$ cat src/sar_ctrl_pkg.sv
// Constants and types for the SAR conversion and mode control block
// ----------------------------------------------------------------
// How it works
// (RULE_01) Conversion begins when start goes low after acquisition
// (RULE_02) Hold instant taken from start falling edge
// (RULE_03) Open ground switches, then tie arrays to reference ground
// (RULE_04) Convert the value held at acquisition end
// (RULE_05) Binary search over 16 bits, MSB first
// (RULE_06) Form output code, then drop busy
// (RULE_07) Three modes decoded from the two select pins
// (RULE_08) Fast modes support up to 2 MSPS
// (RULE_09) Fast modes accurate only within 1 ms spacing
// (RULE_10) Host discards first fast result after long gap
// (RULE_11) Normal mode up to 1.5 MSPS, no spacing limit
// (RULE_12) No pipeline latency: result matches latest start
// (RULE_13) Result port selectable as serial or parallel
// (RULE_14) Reset high aborts any conversion in progress
// (RULE_15) Reset release starts calibration with busy high
// (RULE_16) Power-down finishes current conversion, ignores new starts
// (RULE_17) Format pin selects straight binary or twos complement
// (RULE_18) Host waits for busy low and acquisition before starting
// (RULE_19) Busy high from conversion start until result ready
// ----------------------------------------------------------------
package sar_ctrl_pkg;

  // ----------------------------------------------------------------
  // Sizes and timing
  // ----------------------------------------------------------------
  localparam int          CODE_W            = 16;
  localparam int          BIT_IDX_W         = 4;
  localparam int          CLK_MHZ           = 40;
  localparam int          IDLE_LIMIT_US     = 1000;
  localparam int          IDLE_LIMIT_CYC    = IDLE_LIMIT_US * CLK_MHZ;
  localparam int          CAL_CYC           = 64;
  localparam int          NORMAL_SETTLE_CYC = 2;
  localparam int          CNT_W             = 16;
  localparam int          SYNC_W            = 6;

  // ----------------------------------------------------------------
  // Codes and positions
  // ----------------------------------------------------------------
  localparam logic [15:0] MSB_TRIAL         = 16'h8000;
  localparam logic [15:0] RESULT_RESET      = 16'h0000;
  localparam logic [15:0] TWOS_FLIP         = 16'h8000;
  localparam logic [3:0]  MSB_IDX           = 4'hF;
  localparam logic [31:0] GAP_SAT           = 32'hFFFF_FFFF;
  localparam int          SY_START          = 0;
  localparam int          SY_SPEED          = 1;
  localparam int          SY_NORMAL_N       = 2;
  localparam int          SY_PD             = 3;
  localparam int          SY_FMT            = 4;
  localparam int          SY_SERIAL         = 5;

  typedef enum logic [1:0] {
    MODE_NORMAL,
    MODE_FAST,
    MODE_WIDEBAND
  } conv_mode_t;

  typedef enum logic [2:0] {
    ST_CAL,
    ST_IDLE,
    ST_OPEN_SW,
    ST_TIE_REF,
    ST_SETTLE,
    ST_BITS,
    ST_CODE
  } conv_state_t;

endpackage

$ cat src/pin_sync.sv
// Two-flop synchroniser for a group of independent pin levels
`timescale 1ns/1ps
`default_nettype none
module pin_sync #(
  parameter int          WIDTH = 1,
  parameter logic [63:0] INIT  = 64'h0
) (
  input  wire logic             sys_clk,
  input  wire logic             rst,
  input  wire logic [WIDTH-1:0] pin_in,
  output logic      [WIDTH-1:0] pin_sync_out
);

  logic [WIDTH-1:0] meta_r;

  // Each bit is a separate level; no word coherence is implied
  always_ff @(posedge sys_clk or posedge rst) begin
    if (rst) begin
      meta_r       <= INIT[WIDTH-1:0];
      pin_sync_out <= INIT[WIDTH-1:0];
    end else begin
      meta_r       <= pin_in;
      pin_sync_out <= meta_r;
    end
  end

endmodule
`default_nettype wire

$ cat src/sar_conversion_mode_control.sv
// Conversion sequencer, SAR search and speed mode control
`timescale 1ns/1ps
`default_nettype none
module sar_conversion_mode_control
  import sar_ctrl_pkg::*;
#(
  parameter int IDLE_LIMIT = IDLE_LIMIT_CYC,
  parameter int CAL_LEN    = CAL_CYC
) (
  input  wire logic              sys_clk,
  input  wire logic              rst,
  input  wire logic              conversion_start_n,
  input  wire logic              speed_sel,
  input  wire logic              normal_sel_n,
  input  wire logic              power_down_in,
  input  wire logic              code_format_sel,
  input  wire logic              serial_sel,
  input  wire logic              comparator_in,
  output logic                   pos_ground_switch,
  output logic                   neg_ground_switch,
  output logic                   sample_connect,
  output logic                   reference_ground,
  output logic      [CODE_W-1:0] dac_bits,
  output logic                   busy,
  output logic      [CODE_W-1:0] result,
  output logic                   result_stale,
  output logic      [1:0]        conv_mode,
  output logic                   parallel_en,
  output logic                   serial_en
);

  // ----------------------------------------------------------------
  // Pin synchronisers
  // ----------------------------------------------------------------
  logic [SYNC_W-1:0] pins_s;
  logic              start_d_r;
  logic              start_fall;
  logic              conv_go;
  conv_mode_t        mode_now;

  pin_sync #(
    .WIDTH (SYNC_W),
    .INIT  (64'h1)
  ) u_sync (
    .sys_clk      (sys_clk),
    .rst          (rst),
    .pin_in       ({serial_sel, code_format_sel, power_down_in,
                    normal_sel_n, speed_sel, conversion_start_n}),
    .pin_sync_out (pins_s)
  );

  always_ff @(posedge sys_clk or posedge rst) begin
    if (rst) start_d_r <= 1'b1;
    else     start_d_r <= pins_s[SY_START];
  end

  // Hold instant is the synchronised falling edge of start
  assign start_fall = start_d_r & ~pins_s[SY_START]; // [RULE_02]

  always_comb begin
    if (pins_s[SY_SPEED] && pins_s[SY_NORMAL_N])
      mode_now = MODE_WIDEBAND;                        // [RULE_07]
    else if (pins_s[SY_SPEED])
      mode_now = MODE_FAST;                            // [RULE_07]
    else
      mode_now = MODE_NORMAL;                          // [RULE_07]
  end

  // ----------------------------------------------------------------
  // Sequencer
  // ----------------------------------------------------------------
  conv_state_t       st_r;
  conv_mode_t        mode_r;
  logic [CNT_W-1:0]  cnt_r;
  logic [BIT_IDX_W-1:0] idx_r;
  logic [CODE_W-1:0] trial_r;

  // A start while busy or powered down is ignored; the sequence is never restarted
  assign conv_go = start_fall && (st_r == ST_IDLE) && !pins_s[SY_PD]; // [RULE_01] [RULE_16]

  always_ff @(posedge sys_clk or posedge rst) begin
    if (rst) begin
      st_r <= ST_CAL;                                  // [RULE_14]
      cnt_r <= '0;
    end else begin
      case (st_r)
        ST_CAL: begin
          cnt_r <= cnt_r + 1'b1;
          if (cnt_r == CNT_W'(CAL_LEN - 1)) st_r <= ST_IDLE; // [RULE_15]
        end
        ST_IDLE: begin
          cnt_r <= '0;
          if (conv_go) st_r <= ST_OPEN_SW;             // [RULE_01]
        end
        ST_OPEN_SW: st_r <= ST_TIE_REF;                // [RULE_03]
        ST_TIE_REF: begin
          // Normal mode spends extra settling, trading rate for no gap limit
          if (mode_r == MODE_NORMAL) st_r <= ST_SETTLE; // [RULE_11]
          else                       st_r <= ST_BITS;   // [RULE_08]
        end
        ST_SETTLE: begin
          cnt_r <= cnt_r + 1'b1;
          if (cnt_r == CNT_W'(NORMAL_SETTLE_CYC - 1)) st_r <= ST_BITS;
        end
        ST_BITS: if (idx_r == '0) st_r <= ST_CODE;     // [RULE_05]
        ST_CODE: st_r <= ST_IDLE;                      // [RULE_06]
        default: st_r <= ST_IDLE;
      endcase
    end
  end

  always_ff @(posedge sys_clk or posedge rst) begin
    if (rst)          mode_r <= MODE_NORMAL;
    else if (conv_go) mode_r <= mode_now;
  end

  // ----------------------------------------------------------------
  // Switch control
  // ----------------------------------------------------------------
  always_ff @(posedge sys_clk or posedge rst) begin
    if (rst) begin
      pos_ground_switch <= 1'b1;
      neg_ground_switch <= 1'b1;
      sample_connect    <= 1'b1;
      reference_ground  <= 1'b0;
    end else begin
      // Ground switches open first, then arrays leave the inputs
      pos_ground_switch <= (st_r == ST_IDLE || st_r == ST_CAL) && !conv_go; // [RULE_03]
      neg_ground_switch <= (st_r == ST_IDLE || st_r == ST_CAL) && !conv_go; // [RULE_03]
      sample_connect    <= (st_r == ST_IDLE || st_r == ST_CAL ||
                            st_r == ST_CODE);          // [RULE_03] [RULE_04]
      reference_ground  <= (st_r == ST_OPEN_SW || st_r == ST_TIE_REF ||
                            st_r == ST_SETTLE ||
                            (st_r == ST_BITS && idx_r != '0)); // [RULE_03]
    end
  end

  // ----------------------------------------------------------------
  // Successive approximation
  // ----------------------------------------------------------------
  always_ff @(posedge sys_clk or posedge rst) begin
    if (rst) begin
      trial_r <= RESULT_RESET;
      idx_r   <= MSB_IDX;
    end else if (st_r == ST_TIE_REF) begin
      trial_r <= MSB_TRIAL;                            // [RULE_05]
      idx_r   <= MSB_IDX;
    end else if (st_r == ST_BITS) begin
      // Comparator low means the trial overshoots the held charge
      if (!comparator_in) trial_r[idx_r] <= 1'b0;      // [RULE_04] [RULE_05]
      if (idx_r != '0) begin
        trial_r[idx_r - 1'b1] <= 1'b1;                 // [RULE_05]
        idx_r <= idx_r - 1'b1;
      end
    end
  end

  assign dac_bits = trial_r;

  // ----------------------------------------------------------------
  // Result, busy and output port select
  // ----------------------------------------------------------------
  always_ff @(posedge sys_clk or posedge rst) begin
    if (rst) begin
      result <= RESULT_RESET;
    end else if (st_r == ST_CODE) begin
      result <= pins_s[SY_FMT] ? (trial_r ^ TWOS_FLIP) : trial_r; // [RULE_17] [RULE_12]
    end
  end

  always_ff @(posedge sys_clk or posedge rst) begin
    if (rst) busy <= 1'b1;                             // [RULE_14]
    else     busy <= (st_r == ST_CAL && cnt_r != CNT_W'(CAL_LEN - 1)) ||
                     conv_go ||
                     (st_r != ST_IDLE && st_r != ST_CAL && st_r != ST_CODE); // [RULE_15] [RULE_19]
  end

  always_ff @(posedge sys_clk or posedge rst) begin
    if (rst) begin
      parallel_en <= 1'b0;
      serial_en   <= 1'b0;
      conv_mode   <= 2'h0;
    end else begin
      parallel_en <= !pins_s[SY_SERIAL];               // [RULE_13]
      serial_en   <= pins_s[SY_SERIAL];                // [RULE_13]
      conv_mode   <= mode_r;
    end
  end

  // ----------------------------------------------------------------
  // Gap timer for fast-mode accuracy
  // ----------------------------------------------------------------
  // Saturates so that the first conversion after reset counts as late
  logic [31:0] gap_r;
  logic        stale_pend_r;

  always_ff @(posedge sys_clk or posedge rst) begin
    if (rst)                   gap_r <= GAP_SAT;
    else if (conv_go)          gap_r <= '0;
    else if (gap_r != GAP_SAT) gap_r <= gap_r + 1'b1;
  end

  always_ff @(posedge sys_clk or posedge rst) begin
    if (rst) begin
      stale_pend_r <= 1'b0;
      result_stale <= 1'b0;
    end else begin
      if (conv_go)
        stale_pend_r <= (mode_now != MODE_NORMAL) &&
                        (gap_r > 32'(IDLE_LIMIT));     // [RULE_09] [RULE_11]
      if (st_r == ST_CODE) result_stale <= stale_pend_r; // [RULE_10]
    end
  end

  localparam int FAST_END = 20;
endmodule
`default_nettype wire

$ cat config.mk
export PLATFORM = sky130hd
export DESIGN_NAME = sar_conversion_mode_control
export DESIGN_NICKNAME = d
export VERILOG_FILES = /design/src/sar_ctrl_pkg.sv /design/src/pin_sync.sv /design/src/sar_conversion_mode_control.sv
export SDC_FILE = /design/constraint.sdc
export NUM_CORES = 1
export LEC_CHECK = 0
export BUFFER_PORTS_ARGS = -buffer_cell sky130_fd_sc_hd__buf_2
export CORE_MARGIN = 2
export CORE_UTILIZATION = 55
export DETAILED_ROUTE_END_ITERATION = 12
export GPL_TIMING_DRIVEN = 0
export MAX_ROUTING_LAYER = met4
export PLACE_DENSITY = 0.75
export SETUP_SLACK_MARGIN = 0.02
export SYNTH_ARGS = -nofsm -noshare
export SYNTH_HDL_FRONTEND = slang
export SYNTH_SLANG_ARGS = --single-unit
$ cat constraint.sdc
create_clock -name sys_clk -period 3.68 [get_ports sys_clk]
set_input_delay 0.368 -clock sys_clk [delete_from_list [all_inputs] [get_ports sys_clk]]
set_output_delay 0.368 -clock sys_clk [all_outputs]
set_load 0.02 [all_outputs]
==> results_dict.tcl, run 1 <==
set metrics [dict create \
    synth_cell_types 53 \
    status "finished clean" \
    drt-vias-per-instance 5.83 \
    slew_viol_final 0 \
    syn_area_per_cell_um2 10.6 \
    grt_pass1_vias 3751 \
    finalCritPeriodShare_pct 63.1 \
    die_area_mm2 0.0104 \
    synth_edf_count 0 \
    cts_buffers 9 \
    drcViolationCount 0 \
    tightest_slew_ps 794 \
    hold_path_class "in2reg" \
    syn_to_final_growth_pct 11.7 \
    insertion_delay_ps 380 \
    dp.cells 682 \
    clock-sinks 112 \
    gp_congestion 0.909 \
    cts.htree.levels 3 \
    rsz0062_at_grt "no" \
    io-pin-count 51 \
    first_iter_violations 126 \
    start_kind "flop" \
    required_ps 4000 \
    tns_ps 0 \
    initial_core_util_pct 57.1 \
    port_buffers 50 \
    layout-drive-gt1-share_pct 25.8 \
    synth_cells 502 \
    cts_root_buf "clkbuf_8" \
    max_slew_margin_pct 47.0 \
    ir_worst_vdd_v 0.000179 \
    timing.final.ws_setup_ps 1360 \
    fp.dieW_um 102 \
    n_antenna_cell 0 \
    post-place-ws_ps 1380 \
    wl_um 10900 \
    post-route-util_pct 63.7 \
    path_class "reg2reg" \
    die_h_um 102 \
    yosys_warnings 0 \
    skew_ps 5.37 \
    power.density_mw_per_mm2 330 \
    finalNonFillerCells 698 \
    clk_pin_slew_ps 100 \
    antenna_found_initial 0 \
    ys_seq_elements 112 \
    synth_fp_nets 519 \
    cap_violations 0 \
    cp-end-kind "flop" \
    synth_seq_area_share_pct 53.9 \
    fillers 790 \
    finalNetCount 581 \
    setup_violations 0 \
    finalHoldViolCount 0 \
    grt_max_degree 62 \
    grt_util_all_layers_pct 23.0 \
    synth_flop_cell "dfrtp_1" \
    power.leakage_nw 2.56 \
    finalPower_mw 1.95 \
    max_freq_mhz 431 \
    post_cts_resize_count 0 \
    postRouteAntennaNets 0 \
    dpl.hpwl_um 7730 \
    core_mm2 0.00928 \
    crit_chain "inv_1, ha_1, clkbuf_1, a21boi_1, and2_1, a32o_1" \
    postCtsSetupRepairBufs 0 \
    critPathMaxFanout 10 \
    final_common_cell "dfrtp_1" \
    netlist_area_mm2 0.00530 \
    vias 4069 \
    worst_path_max_delay_cell "a21boi_1" \
    clk_path_buf_depth 2 \
    critPathArrivalTime_ps 2640 \
    drt_first_pass_iters 4 \
    grt_remaining_overflow 0 \
    hold_buffers 0 \
    fin_crit_ps 2320 \
    mostFrequentLayoutCells "70 x dfrtp_1, 59 x buf_2, 44 x nand2_1" \
    rows 35 \
    max_stage_delay_ps 670 \
    tritoncts "done" \
    synthArstFlopShare_pct 100 \
    grt_pass1_wl_um 18200 \
    routedWlPerCell_um 15.7 \
]
-- sequential cells by signal, indices dropped and copies added (netlist names), 2 cells and up --
register / count
gap_r: 32
cnt_r: 16
dac_bits: 16
result: 16
u_sync.meta_r: 6
u_sync.pin_sync_out: 6
idx_r: 4
st_r: 3
conv_mode: 2
mode_r: 2
-- final cells by class --
cell class	count	area [um2]	share of cell area (%)
clock inverters	4	31.3	0.529
inverters	10	40.0	0.677
flip-flops and latches	112	2860	48.3
well taps	129	161	2.73
multi-input cells	351	2270	38.4
clock buffers	12	145	2.45
plain buffers	29	131	2.22
repair buffers	51	278	4.70
-- routing by layer --
metal / GRT usage [%] / part of all wire (%) / wire length, um
met5: - / 0 / 0
met4: 8.41 / 1.1 / 119
met3: 4.58 / 4.3 / 473
met2: 35.8 / 49 / 5330
met1: 30.2 / 46 / 5000
-- metrics by stage --
stage / cell area, um2 / hold slack [ps]
CTS: 5920 / 59.6
floorplan: 5300 / 331
global placement: 5710 / 332
detailed placement: 5740 / 337
global route: 5920 / 55.2
finish: 5920 / 81.0
-- power breakdown --
group          leakage (nW)  switching, mW  total, mW  internal [mW]
combinational          1.13         0.0269     0.0350        0.00815
sequential             1.36        0.00343       1.25           1.24
clock                0.0788          0.405      0.672          0.267
-- synthesized netlist by cell type, drive strengths merged, types with 8 or more instances --
cell	number	share of area (%)
xor2	12	2.0
nand2	44	3.1
a21oi	21	2.0
or3	15	1.8
buf	12	1.3
dfrtp	70	33
o21ai	32	3.0
ha	8	1.9
nor2	35	2.5
nand4	23	3.1
nor3	11	1.2
a32o	13	2.5
inv	10	0.71
clkbuf	17	1.2
nand3	30	2.8
mux2	16	3.4
o31ai	11	1.7
and4	8	1.3
o211ai	9	1.3
dfstp	42	21
nor4	9	1.3
-- critical path: cells and delay by family (launching register included) --
kind / cells / cell delay, ps
buf+inv: 2 / 300
fa+ha+maj: 1 / 190
compound gates: 2 / 840
simple gates: 1 / 330
flops: 1 / 590
-- cell families after synthesis --
logic type,after synthesis,share of synthesized area (%)
buffers and inverters,39,3.19
adders and majority gates,8,1.89
muxes,20,4.16
AOI/OAI and AO/OA,100,12.8
xor gates and xnor gates,19,3.14
and+or+nand+nor,204,20.9
DFF,112,53.9
-- worst paths after layout --
path | start | endpoint | slack [ps] | cells past startpoint
setup / recovery | idx_r[0]$_DFFE_PP1P_ | dac_bits[12]$_DFFE_PP0P_ | 1360 | 6
hold / removal | conversion_start_n | u_sync.meta_r[0]$_DFF_PP1_ | 80 | 1
min in group asynchronous | rst | serial_en$_DFF_PP0_ | 110 | 2
hold reg to reg | u_sync.meta_r[1]$_DFF_PP0_ | u_sync.pin_sync_out[1]$_DFF_PP0_ | 360 | 0
max in group asynchronous | rst | sample_connect$_DFF_PP1_ | 2820 | 3
setup reg to reg | idx_r[0]$_DFFE_PP1P_ | dac_bits[12]$_DFFE_PP0P_ | 1360 | 6
Note: power is estimated with default switching activity, not from simulation.
==> inputs of run 2 (changes only) <==
clock period = 2.3 ns   (was 3.68 ns; I/O delays follow)
==> results_dict.tcl, run 2 (synthesis results as in run 1) <==
set metrics [dict create \
    status "finished clean" \
    vias 4141 \
    drt_first_pass_iters 4 \
    finalHoldViolCount 0 \
    mostFrequentLayoutCells "70 x dfrtp_1, 58 x buf_2, 44 x nand2_1" \
    clkPwrFrac_pct 36.7 \
    finalNonFillerCells 706 \
    grt_remaining_overflow 0 \
    n_antenna_cell 0 \
    rows 35 \
    ir_worst_vdd_v 0.000311 \
    p_comb_share_pct 2.1 \
    power.leakage_nw 2.64 \
    seqPwrFrac_pct 61.2 \
    grt_max_degree 44 \
    die_area_mm2 0.0104 \
    antenna_found_initial 0 \
    io-pin-count 51 \
    wl_um 11000 \
    multi_input_area_mm2 0.00228 \
    max_freq_mhz 457 \
    finalCritPeriodShare_pct 95.0 \
    crit_chain "nand4_2, or3_1, buf_2, nor3_2, clkbuf_4, o21ai_0, a21oi_1" \
    insertion_delay_ps 370 \
    seq_area_mm2 0.00286 \
    layout-drive-gt1-share_pct 26.9 \
    initial_core_util_pct 57.1 \
    finalNetCount 589 \
    tightest_slew_ps 794 \
    setup_violations 0 \
    tritoncts "done" \
    netSwitchingPower_mw 0.658 \
    fillers 746 \
    hold_path_class "in2async" \
    cts.htree.levels 3 \
    clk_path_buf_depth 2 \
    dp.cells 683 \
    routedWlPerCell_um 15.6 \
    gp_congestion 0.917 \
    fp.dieW_um 102 \
    path_class "reg2reg" \
    drt-vias-per-instance 5.87 \
    clk_pin_slew_ps 100 \
    rsz0062_at_grt "yes" \
    cap_violations 0 \
    postRouteAntennaNets 0 \
    slew_viol_final 0 \
    dpl.hpwl_um 7780 \
    swShare_pct 20.2 \
    grt_pass1_wl_um 18500 \
    port_buffers 50 \
    cp-end-kind "flop" \
    grt_util_all_layers_pct 23.3 \
    skew_ps 8.10 \
    max_stage_delay_ps 620 \
    final_common_cell "dfrtp_1" \
    die_h_um 102 \
    power.density_mw_per_mm2 538 \
    first_iter_violations 172 \
    syn_to_final_growth_pct 14.2 \
    required_ps 2600 \
    tns_ps 0 \
    top_register "gap_r" \
    critPathArrivalTime_ps 2490 \
    critPathMaxFanout 10 \
    worst_path_max_delay_cell "dfstp_2" \
    grt_pass1_vias 3907 \
    fin_crit_ps 2190 \
    cts_buffers 9 \
    core_mm2 0.00928 \
    largest_register_ffs 32 \
    clock-sinks 112 \
    cts_root_buf "clkbuf_8" \
    start_kind "flop" \
    max_slew_margin_pct 47.0 \
    drcViolationCount 0 \
    p_int_mw 2.60 \
    post-route-util_pct 65.2 \
]
run 2: worst max-delay path: cells and delay by family, from the launching register on:
family,cells,cell delay (ps)
and+or+nand+nor,3,780
AOI/OAI and AO/OA,2,280
buffers and inverters,2,450
DFF,1,620
run 2: final cells by class:
cell class	count	area share (%)
Multi-Input combinational cell	351	37.7
Sequential cell	112	47.2
Inverter	10	0.682
Timing Repair Buffer	62	6.28
Buffer	26	2.05
Tap cell	129	2.67
Clock inverter	3	0.641
Clock buffer	13	2.79
run 2: routing by layer:
layer,vias to the layer above,track usage [%],wire (um)
li1,1982,-,-
met1,2028,30.0,4940
met2,105,37.3,5430
met3,26,4.58,434
met4,0,7.79,224
met5,-,-,0
run 2: final timing paths:
path,cells past startpoint,slack (ps),start,to
worst min-delay path,2,1,rst,u_sync.meta_r[2]$_DFF_PP0_
max in group asynchronous,4,1340,rst,idx_r[0]$_DFFE_PP1P_
min in group sys_clk,4,310,comparator_in,dac_bits[14]$_DFFE_PP0P_
worst min register to register,0,360,u_sync.meta_r[3]$_DFF_PP0_,u_sync.pin_sync_out[3]$_DFF_PP0_
worst max register to register,7,110,gap_r[24]$_DFFE_PP1P_,gap_r[17]$_DFFE_PP1P_
worst max-delay path,7,110,gap_r[24]$_DFFE_PP1P_,gap_r[17]$_DFFE_PP1P_
run 2: stage by stage:
stage | worst slack (ps) | area [um2] | hold WS, ps | total power [mW]
final | 114 | 6050 | 1.13 | 3.26
after detailed placement | 28.1 | 5750 | 340 | 2.09
after global routing | 22.4 | 6050 | 54.4 | 3.38
after CTS | 29.0 | 6020 | 9.59 | 3.29
after global placement | 39.1 | 5710 | 332 | 2.08
after floorplan | 345 | 5300 | 234 | 2.06
run 2: timing repair:
item                                   in CTS  in global routing
endpoints found under the hold margin       6                  0
pin swaps                                   0                  2
resized for setup                           1                  4
buffers inserted                            0                  4
cloned                                      0                  0
setup endpoints to repair                   8                 34
hold buffers                                6                  0
run 2: power groups by stage:
stage	clock network (mW)	registers (mW)	logic, mW
after floorplan	0	2.03	0.0314
after global placement	0	2.03	0.0527
after detailed placement	0	2.03	0.0626
after CTS	1.23	1.99	0.0703
after global routing	1.31	1.99	0.0787
final	1.20	1.99	0.0674
==> inputs of run 3 (changes only) <==
CORE_ASPECT_RATIO = 1.4   (was default)
clock period = 2.1 ns   (was 2.3 ns; I/O delays follow)
==> results_dict.tcl, run 3 (synthesis results as in run 1) <==
set metrics [dict create \
    worst_path_max_delay_cell "dfstp_2" \
    status "finished clean" \
    dr_wl_met3_um 361 \
    max_freq_mhz 490 \
    hold_path_class "in2async" \
    setup_violations 0 \
    die_h_um 120 \
    multi_input_area_mm2 0.00240 \
    postRouteAntennaNets 0 \
    clk_pin_slew_ps 80 \
    fillers 692 \
    largest_register_ffs 32 \
    port_buffers 50 \
    tightest_slew_ps 883 \
    startpoint "gap_r[2]$_DFFE_PP1P_" \
    power.leakage_nw 2.80 \
    cts_buffers 9 \
    insertion_delay_ps 350 \
    final_common_cell "dfrtp_1" \
    drt-vias-per-instance 6.11 \
    critPathMaxFanout 10 \
    place_area_mm2 0.00573 \
    fin_crit_ps 2040 \
    grt_pass1_wl_um 20000 \
    skew_ps 6.78 \
    grt_util_all_layers_pct 24.8 \
    finalHoldViolCount 0 \
    dpl.hpwl_um 8300 \
    cap_violations 0 \
    highest-signal-layer "met4" \
    met1_length_um 4890 \
    required_ps 2380 \
    clk_path_buf_depth 2 \
    vias 4268 \
    finalNetCount 600 \
    core_mm2 0.00941 \
    die_area_mm2 0.0104 \
    crit_chain "and4_2, nand4_1, buf_6, nor3_4, buf_6, mux2i_1, nor2_1" \
    tritoncts "done" \
    initial_core_util_pct 56.3 \
    routedWlPerCell_um 17.6 \
    start_kind "flop" \
    finalCritPeriodShare_pct 97.2 \
    drcViolationCount 0 \
    met2_length_um 6660 \
    ir_worst_vdd_v 0.000378 \
    seq_area_mm2 0.00286 \
    fp.dieW_um 86.9 \
    n_antenna_cell 0 \
    critPathArrivalTime_ps 2320 \
    grt_pass1_vias 4181 \
    syn_to_final_growth_pct 20.1 \
    cp_common_cell "buf_6" \
    tns_ps 0 \
    wl_um 12300 \
    antenna_found_initial 0 \
    max_stage_delay_ps 610 \
    rows 42 \
    cp-end-kind "flop" \
    drt_first_pass_iters 5 \
    io-pin-count 51 \
    path_class "reg2reg" \
    grt_max_degree 44 \
    cts.htree.levels 3 \
    worstReg2RegStart "gap_r[2]$_DFFE_PP1P_" \
    mostFrequentLayoutCells "70 x dfrtp_1, 52 x buf_2, 44 x nand2_1" \
    layout-drive-gt1-share_pct 31.1 \
    first_iter_violations 201 \
    cts_root_buf "clkbuf_16" \
    power.density_mw_per_mm2 627 \
    gp_congestion 0.891 \
    fin_area_mm2 0.00636 \
    clock-sinks 112 \
    top_register "gap_r" \
    max_slew_margin_pct 41.0 \
    grt_remaining_overflow 0 \
    slew_viol_final 0 \
]
run 3: cell count changes in the layout (fill, tap and decap cells not counted), moves of 3 or more:
cell / delta
buf_2: -6
buf_6: +4
clkbuf_8: -12
clkbuf_16: +9
buf_4: +14
clkbuf_1: -5
inv_6: +3
run 3: per-stage QoR:
step           util (%)  instances  setup slack [ps]  total power, mW  hold slack [ps]
5_1_grt            67.7        698             -16.6             4.14              108
6_report           67.7        698              59.5             3.99             40.7
3_3_place_gp       60.5        662              -176             2.28              317
3_5_place_dp       60.9        664              -220             2.29              317
4_1_cts            65.5        686             -17.8             4.03             59.3
2_1_floorplan         -        502               145             2.26              214
run 3: report_power, final:
part           switching [mW]  internal (mW)  total (mW)
combinational          0.0506         0.0239      0.0745
sequential            0.00635           2.18        2.18
clock                   0.797          0.939        1.74
total                   0.854           3.14        3.99
run 3: final cells by class:
cell class	count	area share, %
buffer	25	2.40
clock buffer	9	3.54
clock inverter	7	1.22
inverter	10	0.649
multi-input combinational	351	37.7
sequential	112	44.9
tap	110	2.16
timing repair buffer	74	7.45
run 3: what timing repair did:
action / CTS / global route
endpoints found under the setup margin: 54 / 47
pin swaps: 3 / 12
hold buffers: 6 / 0
endpoints found under the hold margin: 6 / 0
resized for setup: 14 / 31
cloned: 0 / 0
buffers inserted: 2 / 14
run 3: final timing paths:
path	end	slack, ps	cells past startpoint
setup reg to reg	gap_r[1]$_DFFE_PP1P_	60	7
hold reg to reg	u_sync.pin_sync_out[5]$_DFF_PP0_	350	0
max in group asynchronous	gap_r[21]$_DFFE_PP1P_	1310	3
setup / recovery	gap_r[1]$_DFFE_PP1P_	60	7
hold / removal	u_sync.pin_sync_out[3]$_DFF_PP0_	40	2
min in group sys_clk	dac_bits[13]$_DFFE_PP0P_	300	4
run 3: per-layer routing:
layer,vias up,global-route usage [%]
met5,-,-
met4,0,9.67
met2,107,42.8
met3,32,3.58
li1,2009,-
met1,2120,28.7
run 3: worst max-delay path: cells and delay by family, from the launching register on:
family | cells | cell delay (ps)
mux | 1 | 200
simple gates | 4 | 760
flops | 1 | 610
buf+inv | 2 | 420
